**src/rtl/ccu_pkg.sv**
```systemverilog
package ccu_pkg;

    // ========================================================================
    // register map (byte-wide registers on a small plain port)
    // ========================================================================
    localparam int unsigned ADDR_W = 3;
    localparam int unsigned DATA_W = 8;

    localparam logic [ADDR_W-1:0] ADR_CTRL   = 3'h0; // unit_control_reg
    localparam logic [ADDR_W-1:0] ADR_VAL_LO = 3'h1; // value_pair_low
    localparam logic [ADDR_W-1:0] ADR_VAL_HI = 3'h2; // value_pair_high
    localparam logic [ADDR_W-1:0] ADR_FLAG   = 3'h3; // event_flag_reg
    localparam logic [ADDR_W-1:0] ADR_STATUS = 3'h4; // live unit state, read only

    // ========================================================================
    // field positions and reset values
    // ========================================================================
    localparam int unsigned CTRL_MODE_LSB = 0;
    localparam int unsigned CTRL_MODE_MSB = 3;
    localparam int unsigned CTRL_DUTY_LSB = 4;
    localparam int unsigned CTRL_DUTY_MSB = 5;
    localparam int unsigned FLAG_BIT      = 0;
    localparam int unsigned ST_MATCH_BIT  = 0;
    localparam int unsigned ST_PEND_BIT   = 1;
    localparam int unsigned ST_PINO_BIT   = 2;
    localparam int unsigned ST_PINI_BIT   = 3;

    localparam logic [DATA_W-1:0] CTRL_ZERO = 8'h00;
    localparam logic [DATA_W-1:0] REG_RST   = 8'h00;
    localparam logic [1:0]        DUTY_RST  = 2'h0;

    // ========================================================================
    // unit_mode_select encodings
    // ========================================================================
    localparam logic [3:0] MODE_OFF        = 4'h0;
    localparam logic [3:0] MODE_CMP_TOGGLE = 4'h2;
    localparam logic [3:0] MODE_CAP_FALL   = 4'h4;
    localparam logic [3:0] MODE_CAP_RISE   = 4'h5;
    localparam logic [3:0] MODE_CAP_RISE4  = 4'h6;
    localparam logic [3:0] MODE_CAP_RISE16 = 4'h7;
    localparam logic [3:0] MODE_CMP_SET    = 4'h8;
    localparam logic [3:0] MODE_CMP_CLR    = 4'h9;
    localparam logic [3:0] MODE_CMP_SWEVT  = 4'hA;
    localparam logic [3:0] MODE_CMP_TRIG   = 4'hB;
    localparam logic [1:0] MODE_PWM_TOP    = 2'h3; // any 11xx selects PWM

    // prescaler terminal counts (edges per capture minus one)
    localparam logic [3:0] PSC_LAST_1  = 4'h0;
    localparam logic [3:0] PSC_LAST_4  = 4'h3;
    localparam logic [3:0] PSC_LAST_16 = 4'hF;
    localparam logic [3:0] PSC_ZERO    = 4'h0;
    localparam logic [3:0] PSC_ONE     = 4'h1;

endpackage

```
**src/rtl/ccu_psc_if.sv**
```systemverilog
`timescale 1ns/1ps
// carries edge events and the terminal count to the capture prescaler
interface ccu_psc_if;
    logic       edge_seen;
    logic       clr;
    logic [3:0] last;
    logic       fire;
    logic [3:0] count;

    modport unit (output edge_seen, output clr, output last, input fire, input count);
    modport psc  (input edge_seen, input clr, input last, output fire, output count);
endinterface

```
**src/rtl/ccu_prescale.sv**
```systemverilog
`timescale 1ns/1ps
module ccu_prescale
    import ccu_pkg::*;
(
    input  wire logic  clock_i,
    input  wire logic  reset_i,
    ccu_psc_if.psc     psc
);

    logic [3:0] cnt_r;

    // ========================================================================
    // event counter
    // ========================================================================
    // a change of division alone never clears the count, so a stale count may
    // fire early; software is expected to switch the unit off in between
    always_ff @(posedge clock_i) begin
        if (reset_i || psc.clr) begin
            cnt_r <= PSC_ZERO;
        end else if (psc.edge_seen) begin
            if (cnt_r >= psc.last) begin
                cnt_r <= PSC_ZERO;
            end else begin
                cnt_r <= cnt_r + PSC_ONE;
            end
        end
    end

    assign psc.fire  = psc.edge_seen && !psc.clr && (cnt_r >= psc.last);
    assign psc.count = cnt_r;

    a_psc_cleared: assert property (@(posedge clock_i) disable iff (reset_i)
        psc.clr |=> (cnt_r == PSC_ZERO))
        else $error("prescaler not cleared");

endmodule // ccu_prescale

```
**src/rtl/ccu_unit.sv**
```systemverilog
`timescale 1ns/1ps
module ccu_unit
    import ccu_pkg::*;
(
    input  wire logic              clock_i,
    input  wire logic              reset_i,
    // register port
    input  wire logic [ADDR_W-1:0] addr_i,
    input  wire logic [DATA_W-1:0] wdata_i,
    input  wire logic              wr_i,
    input  wire logic              rd_i,
    output logic      [DATA_W-1:0] rdata_o,
    // unit pin
    input  wire logic              pin_in_i,
    output logic                   pin_out_o,
    output logic                   pin_oe_o,
    // counter A link
    input  wire logic [15:0]       count_a_i,
    input  wire logic              count_a_tick_i,
    input  wire logic              count_a_ext_i,
    output logic                   count_a_reset_o,
    // converter link
    input  wire logic              adc_enabled_i,
    output logic                   adc_trigger_o,
    // counter B time base for PWM
    input  wire logic [9:0]        pwm_base_i,
    input  wire logic              period_match_i,
    // system state
    input  wire logic              sleep_i,
    output logic                   unit_event_flag_o
);

    // ========================================================================
    // declarations
    // ========================================================================
    logic [3:0]  mode_r;
    logic [1:0]  duty_lsb_r;
    logic [7:0]  val_lo_r;
    logic [7:0]  val_hi_r;
    logic [1:0]  duty_latch_r;
    logic        flag_r;
    logic        flag_nxt;
    logic        pin_prev_r;
    logic [15:0] count_a_r;
    logic        tick_r;
    logic        match_r;
    logic        trig_pend_r;
    logic        cmp_latch_r;
    logic        pwm_r;

    logic        wr_ctrl;
    logic        wr_zero;
    logic        is_cap;
    logic        is_cmp;
    logic        is_pwm;
    logic        pin_owned;
    logic        rise;
    logic        fall;
    logic        cap_ok;
    logic        match;
    logic        hit;
    logic        cap_fire;
    logic        flag_clr;

    ccu_psc_if psc_if ();

    // ========================================================================
    // mode decode
    // ========================================================================
    assign wr_ctrl = wr_i && (addr_i == ADR_CTRL);
    assign wr_zero = wr_ctrl && (wdata_i == CTRL_ZERO);
    assign is_cap  = (mode_r == MODE_CAP_FALL) || (mode_r == MODE_CAP_RISE)
                  || (mode_r == MODE_CAP_RISE4) || (mode_r == MODE_CAP_RISE16);
    assign is_cmp  = (mode_r == MODE_CMP_TOGGLE) || (mode_r == MODE_CMP_SET)
                  || (mode_r == MODE_CMP_CLR) || (mode_r == MODE_CMP_SWEVT)
                  || (mode_r == MODE_CMP_TRIG);
    assign is_pwm  = (mode_r[3:2] == MODE_PWM_TOP);
    // software-event and trigger modes leave the pin alone
    assign pin_owned = (mode_r == MODE_CMP_TOGGLE) || (mode_r == MODE_CMP_SET)
                    || (mode_r == MODE_CMP_CLR) || is_pwm;

    // ========================================================================
    // control register
    // ========================================================================
    always_ff @(posedge clock_i) begin
        if (reset_i) begin
            mode_r     <= MODE_OFF;
            duty_lsb_r <= DUTY_RST;
        end else if (wr_ctrl) begin
            mode_r     <= wdata_i[CTRL_MODE_MSB:CTRL_MODE_LSB];
            duty_lsb_r <= wdata_i[CTRL_DUTY_MSB:CTRL_DUTY_LSB];
        end
    end

    // ========================================================================
    // counter A sampling
    // ========================================================================
    // the timer lives elsewhere; one register stage keeps compare and
    // capture on the system clock. with the instruction clock in sleep the
    // count is frozen here too, so compare resumes from the same value
    always_ff @(posedge clock_i) begin
        if (reset_i) begin
            count_a_r <= {8'h00, 8'h00};
            tick_r    <= 1'b0;
        end else if (sleep_i && !count_a_ext_i) begin
            tick_r    <= 1'b0;
        end else begin
            count_a_r <= count_a_i;
            tick_r    <= count_a_tick_i;
        end
    end

    // ========================================================================
    // capture path
    // ========================================================================
    // pin input is taken as synchronous; a one-flop history finds edges
    always_ff @(posedge clock_i) begin
        if (reset_i) begin
            pin_prev_r <= 1'b0;
        end else begin
            pin_prev_r <= pin_in_i;
        end
    end

    assign rise   = pin_in_i && !pin_prev_r;
    assign fall   = !pin_in_i && pin_prev_r;
    // in sleep only an externally clocked counter can be captured
    assign cap_ok = is_cap && (!sleep_i || count_a_ext_i);

    // prescaler sees falling edges in mode 0100, rising edges otherwise
    assign psc_if.edge_seen = cap_ok && ((mode_r == MODE_CAP_FALL) ? fall : rise);
    assign psc_if.clr       = !is_cap;

    always_comb begin
        case (mode_r)
            MODE_CAP_RISE4:  psc_if.last = PSC_LAST_4;
            MODE_CAP_RISE16: psc_if.last = PSC_LAST_16;
            default:         psc_if.last = PSC_LAST_1;
        endcase
    end

    ccu_prescale u_prescale (
        .clock_i (clock_i),
        .reset_i (reset_i),
        .psc     (psc_if.psc)
    );

    assign cap_fire = psc_if.fire;

    // ========================================================================
    // value pair
    // ========================================================================
    // a capture beats a software write in the same cycle; in PWM the high
    // byte is the duty shadow and ignores software
    always_ff @(posedge clock_i) begin
        if (reset_i) begin
            val_lo_r <= REG_RST;
            val_hi_r <= REG_RST;
        end else if (cap_fire) begin
            val_lo_r <= count_a_r[7:0];
            val_hi_r <= count_a_r[15:8];
        end else begin
            if (wr_i && (addr_i == ADR_VAL_LO)) begin
                val_lo_r <= wdata_i;
            end
            if (is_pwm && period_match_i) begin
                val_hi_r <= val_lo_r;
            end else if (wr_i && (addr_i == ADR_VAL_HI) && !is_pwm) begin
                val_hi_r <= wdata_i;
            end
        end
    end

    // ========================================================================
    // compare path
    // ========================================================================
    // the oscillator stops in sleep, so compare is simply held off then
    assign match = is_cmp && !sleep_i && ({val_hi_r, val_lo_r} == count_a_r);
    assign hit   = match && !match_r; // one event per match, however long it stands

    always_ff @(posedge clock_i) begin
        if (reset_i) begin
            match_r <= 1'b0;
        end else begin
            match_r <= match;
        end
    end

    // compare output latch, separate from any port data latch
    always_ff @(posedge clock_i) begin
        if (reset_i || wr_zero) begin
            cmp_latch_r <= 1'b0;
        end else if (hit) begin
            case (mode_r)
                MODE_CMP_TOGGLE: cmp_latch_r <= !cmp_latch_r;
                MODE_CMP_SET:    cmp_latch_r <= 1'b1;
                MODE_CMP_CLR:    cmp_latch_r <= 1'b0;
                default:         cmp_latch_r <= cmp_latch_r;
            endcase
        end
    end

    // ========================================================================
    // auto-conversion trigger
    // ========================================================================
    // the trigger is immediate; the counter reset waits for the next counter
    // clock edge and is dropped if the match goes away first. the reset
    // request is its own strobe, never an overflow, so the overflow flag in
    // the timer stays untouched
    always_ff @(posedge clock_i) begin
        if (reset_i) begin
            adc_trigger_o   <= 1'b0;
            trig_pend_r     <= 1'b0;
            count_a_reset_o <= 1'b0;
        end else begin
            adc_trigger_o   <= hit && (mode_r == MODE_CMP_TRIG) && adc_enabled_i;
            count_a_reset_o <= trig_pend_r && tick_r && match;
            if (hit && (mode_r == MODE_CMP_TRIG)) begin
                trig_pend_r <= 1'b1;
            end else if (!match || tick_r) begin
                trig_pend_r <= 1'b0;
            end
        end
    end

    // ========================================================================
    // PWM
    // ========================================================================
    // duty LSBs are shadowed at the period boundary for glitch-free edges
    always_ff @(posedge clock_i) begin
        if (reset_i) begin
            duty_latch_r <= DUTY_RST;
            pwm_r        <= 1'b0;
        end else if (!is_pwm) begin
            pwm_r        <= 1'b0;
        end else if (period_match_i) begin
            duty_latch_r <= duty_lsb_r;
            pwm_r        <= ({val_lo_r, duty_lsb_r} != 10'h000);
        end else if (pwm_base_i == {val_hi_r, duty_latch_r}) begin
            pwm_r        <= 1'b0;
        end
    end

    // ========================================================================
    // pin drive
    // ========================================================================
    // registered, so the pin follows the latch one cycle later
    always_ff @(posedge clock_i) begin
        if (reset_i || wr_zero) begin
            pin_out_o <= 1'b0;
            pin_oe_o  <= 1'b0;
        end else begin
            pin_out_o <= is_pwm ? pwm_r : cmp_latch_r;
            pin_oe_o  <= pin_owned;
        end
    end

    // ========================================================================
    // event flag
    // ========================================================================
    // write one to clear; a new event in the same cycle wins
    assign flag_clr = wr_i && (addr_i == ADR_FLAG) && wdata_i[FLAG_BIT];

    always_comb begin
        flag_nxt = flag_r;
        if (flag_clr) begin
            flag_nxt = 1'b0;
        end
        if (cap_fire || hit) begin
            flag_nxt = 1'b1;
        end
    end

    always_ff @(posedge clock_i) begin
        if (reset_i) begin
            flag_r            <= 1'b0;
            unit_event_flag_o <= 1'b0;
        end else begin
            flag_r            <= flag_nxt;
            unit_event_flag_o <= flag_nxt;
        end
    end

    // ========================================================================
    // read port
    // ========================================================================
    always_ff @(posedge clock_i) begin
        if (reset_i) begin
            rdata_o <= REG_RST;
        end else if (rd_i) begin
            rdata_o <= REG_RST;
            case (addr_i)
                ADR_CTRL: begin
                    rdata_o[CTRL_MODE_MSB:CTRL_MODE_LSB] <= mode_r;
                    rdata_o[CTRL_DUTY_MSB:CTRL_DUTY_LSB] <= duty_lsb_r;
                end
                ADR_VAL_LO: rdata_o <= val_lo_r;
                ADR_VAL_HI: rdata_o <= val_hi_r;
                ADR_FLAG:   rdata_o[FLAG_BIT] <= flag_r;
                ADR_STATUS: begin
                    rdata_o[ST_MATCH_BIT] <= match_r;
                    rdata_o[ST_PEND_BIT]  <= trig_pend_r;
                    rdata_o[ST_PINO_BIT]  <= pin_out_o;
                    rdata_o[ST_PINI_BIT]  <= pin_in_i;
                end
                default:    rdata_o <= REG_RST;
            endcase
        end else begin
            rdata_o <= REG_RST;
        end
    end

    // ========================================================================
    // checks
    // ========================================================================
    a_capture_copy: assert property (@(posedge clock_i) disable iff (reset_i)
        cap_fire |=> ({val_hi_r, val_lo_r} == $past(count_a_r)) && flag_r)
        else $error("capture did not copy count");

    a_flag_sticky: assert property (@(posedge clock_i) disable iff (reset_i)
        flag_r && !flag_clr |=> flag_r)
        else $error("event flag dropped by itself");

    a_cmp_flag: assert property (@(posedge clock_i) disable iff (reset_i)
        hit |=> flag_r ##1 unit_event_flag_o)
        else $error("compare match lost its flag");

    a_cmp_set_pin: assert property (@(posedge clock_i) disable iff (reset_i)
        hit && (mode_r == MODE_CMP_SET) && !wr_ctrl |=> cmp_latch_r ##1 (pin_out_o || !pin_oe_o))
        else $error("set on match not seen on pin");

    a_swevt_no_pin: assert property (@(posedge clock_i) disable iff (reset_i)
        (mode_r == MODE_CMP_SWEVT) [*2] |-> !pin_oe_o)
        else $error("software event mode drives pin");

    a_trig_immediate: assert property (@(posedge clock_i) disable iff (reset_i)
        hit && (mode_r == MODE_CMP_TRIG) && adc_enabled_i |=> adc_trigger_o)
        else $error("trigger late");

    a_trig_cancel: assert property (@(posedge clock_i) disable iff (reset_i)
        !match |=> !count_a_reset_o)
        else $error("counter reset without match");

    a_zero_latch: assert property (@(posedge clock_i) disable iff (reset_i)
        wr_zero |=> !cmp_latch_r && !pin_oe_o)
        else $error("zero write left latch or pin");

    a_pwm_release: assert property (@(posedge clock_i) disable iff (reset_i)
        is_pwm && wr_zero |=> !pin_oe_o ##1 !pin_oe_o)
        else $error("pin still held after PWM off");

    a_sleep_cmp: assert property (@(posedge clock_i) disable iff (reset_i)
        sleep_i && !wr_zero |=> $stable(cmp_latch_r) && !adc_trigger_o)
        else $error("compare active in sleep");

endmodule // ccu_unit

```
**config.mk**
```make
export PLATFORM = sky130hd
export DESIGN_NAME = ccu_unit
export DESIGN_NICKNAME = d
export VERILOG_FILES = /design/src/rtl/ccu_pkg.sv /design/src/rtl/ccu_psc_if.sv /design/src/rtl/ccu_prescale.sv /design/src/rtl/ccu_unit.sv
export SDC_FILE = /design/constraint.sdc
export NUM_CORES = 1
export LEC_CHECK = 0
export ABC_AREA = 0
export BUFFER_PORTS_ARGS = -buffer_cell sky130_fd_sc_hd__buf_4
export CAP_MARGIN = 10
export CORE_ASPECT_RATIO = 0.5
export CORE_UTILIZATION = 45
export DETAILED_ROUTE_END_ITERATION = 12
export GPL_ROUTABILITY_DRIVEN = 0
export GPL_TIMING_DRIVEN = 1
export PLACE_DENSITY_LB_ADDON = 0.25
export SKIP_LAST_GASP = 1
export SYNTH_ARGS = -nofsm -noshare
export SYNTH_HDL_FRONTEND = slang
export SYNTH_SLANG_ARGS = --single-unit
```
**constraint.sdc**
```tcl
create_clock -name clock_i -period 3 [get_ports clock_i]
set_input_delay 0.45 -clock clock_i [delete_from_list [all_inputs] [get_ports clock_i]]
set_output_delay 0.45 -clock clock_i [all_outputs]
set_load 0.02 [all_outputs]
```
==> impl_metrics.toml <==
[flow_run]
cap_violations = 0

[critical_path]
r2r-start = "mode_r[1]$_SDFFE_PP0P_"
cp.arrival_ns = 2.53
endpoint_kind = "register"
path_max_fanout = 17
crit_type = "register to register"
r2r_slack_ns = 0.71
required_ns = 3.24
rr_endpoint = "val_hi_r[6]$_SDFFE_PP0P_"
r2r_cells = 9
startpoint_type = "register"

[status]
outcome = "complete, no violations"

[logic_synthesis]
synth.distinct_cells = 47
synth_area_leader_cell = "dfxtp_1"
syn_area_per_cell_um2 = 8.26
yosysWarnings = 0
yosysSeqAreaShare_pct = 39.1
dominantRegCellSynth = "dfxtp_1"
syn_nets = 443
syn-cell-area_mm2 = 0.00323
synth.area.top_cells = "dfxtp_1 39%, nand2_1 7.2%, mux2i_1 6.8%, a21oi_1 6.4%, xor2_1 3.8%"
yosys.area.top_type_share_pct = 39.1
async_reset_ff_share_pct = 0
synth_cells = 391
synth_edf_count = 0
synth-seq-cells = 63

[floorplanning]
die-area_mm2 = 0.00754
start_util_pct = 47.4
coreArea_mm2 = 0.00681
die_h_um = 61.9
die_w_um = 122
io_pins = 60
rows = 21

[grt]
grt_start_max_net_pins = 55
antenna_found_initial = 0
grt_pass1_wl_mm = 14.0
grt-ovfl-total = 0
grt_usage_pct = 25.3
grt_pass1_vias = 2691

[power_and_ir_drop]
power.internal_w = 0.00161
comb_power_share_pct = 9.0
powerDensity_mw_per_mm2 = 517
p_sw_w = 0.000464
peakVddDrop_mv = 0.336
pwr-share-seq_pct = 43.0
p_leak_nw = 1.60
switching_share_pct = 22.3
p_clk_share_pct = 48.0

[sta]
final.min_clock_period_ns = 2.29
setup_violations = 0
hold_viol = 0
rsz0062_at_grt = "false"
worstMarginPinSlew_ns = 0.889
period_share_pct = 76.3
max_slew_margin_pct = 40.3
timing.final.max_slew_violations = 0
setup_ws_ns = 0.710
fmax_ghz = 0.437
setup_tns_ns = 0
fin_skew_ns = 0.00502

[clock_tree]
cts_buffers = 9
cts_root_buffer = "clkbuf_16"
cts.sinks = 63
insertion_delay_ns = 0.32
cts_tree = "done"
path_clk_slew_ns = 0.05
htree_levels = 3
clk_path_buf_depth = 2
cts_resized = 0
hold_buffers = 0
cts_setup_buffers = 0

[route]
vias_per_cell = 5.70
drc = 0
dr.pass1.iters = 6
drtIter0Drc = 227
via_count = 3066
wl_per_cell_um = 16.7
routed_wirelength_mm = 8.97
antenna_left = 0

[hold_path]
hp-class = "primary input to register"
min_path_cells = 3
hold_start = "count_a_i[2]"
hold-path-endpoint = "count_a_r[2]$_SDFFE_PP0N_"

[place]
dp_hpwl_mm = 6.30
numPortBuffers = 59
place_ws_ns = 0.630
placed_area_mm2 = 0.00374

[final_layout]
fin_util_pct = 59.0
stdcell_area_mm2 = 0.00402
final_nets = 495
syn_to_final_growth_pct = 24.4
n_antenna_cell = 0
drive_gt1_share_pct = 18.8
-- state kept, by name (all words and copies together) (netlist names), 2 cells and up --
signal                cells
count_a_r                16
duty_latch_r              2
duty_lsb_r                2
mode_r                    4
rdata_o                   8
u_prescale.psc.count      4
val_hi_r                  8
val_lo_r                  8
-- logic make-up after synthesis --
kind of cell    count (synthesis)  synth area share [%]
fa+ha+maj                       5                  1.94
compound gates                 90                  18.6
buf+inv                        35                  4.46
mux                            22                  6.82
flops                          63                  39.1
xor+xnor                       24                  6.51
simple gates                  152                  22.6
-- power by group through the flow --
stage	Combinational [W]	Sequential, W	Clock, W
after detailed placement	0.000185	0.000907	0
after CTS	0.000187	0.000891	0.00101
after global placement	0.000184	0.000908	0
after global routing	0.000206	0.000894	0.00105
after floorplan	0.000108	0.000897	0
final	0.000188	0.000892	0.000995
-- metrics by stage --
| step | cells | power, W | hold WS, ns |
|---|---|---|---|
| CTS | 538 | 0.00209 | 0.366 |
| floorplan | 391 | 0.00100 | 0.416 |
| finish | 538 | 0.00208 | 0.375 |
| detailed placement | 524 | 0.00109 | 0.425 |
| global placement | 524 | 0.00109 | 0.430 |
| global route | 538 | 0.00215 | 0.389 |
-- cells in the mapped netlist (6+ instances only) --
cell type,n
nand2b_1,7
clkbuf_1,17
buf_1,6
a21oi_1,41
o21ai_0,8
nor2b_1,7
nor2_1,22
inv_1,9
a221o_1,7
xor2_1,14
mux2i_1,22
dfxtp_1,63
nor3_1,15
nand2_1,62
a211oi_1,9
xnor2_1,10
nand3_1,9
nor4_1,10
-- metal layers --
metal | GRT usage (%) | share of wire, %
met5 | 0 | 0
met4 | 9.35 | 2.1
met3 | 8.21 | 9.7
met2 | 38.2 | 42
met1 | 34.0 | 46
-- worst max-delay path by stage --
stage / cells after the start / end / slack, ns / startpoint
after CTS: 4 / u_prescale.psc.count[3]$_SDFFE_PP0N_ / 0.72 / mode_r[0]$_SDFFE_PP0P_
after floorplan: 10 / val_lo_r[0]$_SDFFE_PP0P_ / 0.69 / mode_r[3]$_SDFFE_PP0P_
after detailed placement: 5 / u_prescale.psc.count[3]$_SDFFE_PP0N_ / 0.63 / pin_in_i
final: 9 / val_hi_r[6]$_SDFFE_PP0P_ / 0.71 / mode_r[1]$_SDFFE_PP0P_
after global routing: 8 / u_prescale.psc.count[1]$_SDFFE_PP0N_ / 0.54 / mode_r[1]$_SDFFE_PP0P_
after global placement: 5 / u_prescale.psc.count[3]$_SDFFE_PP0N_ / 0.67 / pin_in_i
-- layout by cell type (no fill, tap or decap), types with 2 or more instances in the layout --
master     count
buf_4         67
dfxtp_1       63
nand2_1       62
a21oi_1       41
nor2_1        22
mux2i_1       22
nor3_1        15
xor2_1        14
xnor2_1       10
nor4_1        10
inv_1          9
a211oi_1       9
nand3_1        9
clkbuf_16      9
o21ai_0        8
nand2b_1       7
nor2b_1        7
a221o_1        7
nand4_1        5
ha_1           5
or3_1          4
a2bb2oi_1      4
a31oi_1        4
clkbuf_1       3
nor3b_1        2
a211o_1        2
nand3b_1       2
o22ai_1        2
nor4b_1        2
a22oi_1        2
a2111oi_2      2
-- layout make-up --
cell class	instances	area [um2]
inverters	9	33.8
flip-flops and latches	63	1260
clock inverters	1	30.0
well taps	92	115
multi-input cells	293	1820
fillers	617	2790
clock buffers	13	250
repair buffers	67	503
-- critical path, cell delays in order (launching register included) --
cell and delay [ns]:
dfxtp_1 0.47, inv_1 0.11, nor2_1 0.19, nand2_1 0.11, ha_1 0.31, a21oi_1 0.17, o21ai_1 0.09, buf_4 0.21
a221o_1 0.38, a21oi_1 0.16
Power figures use the tool's default switching activity.
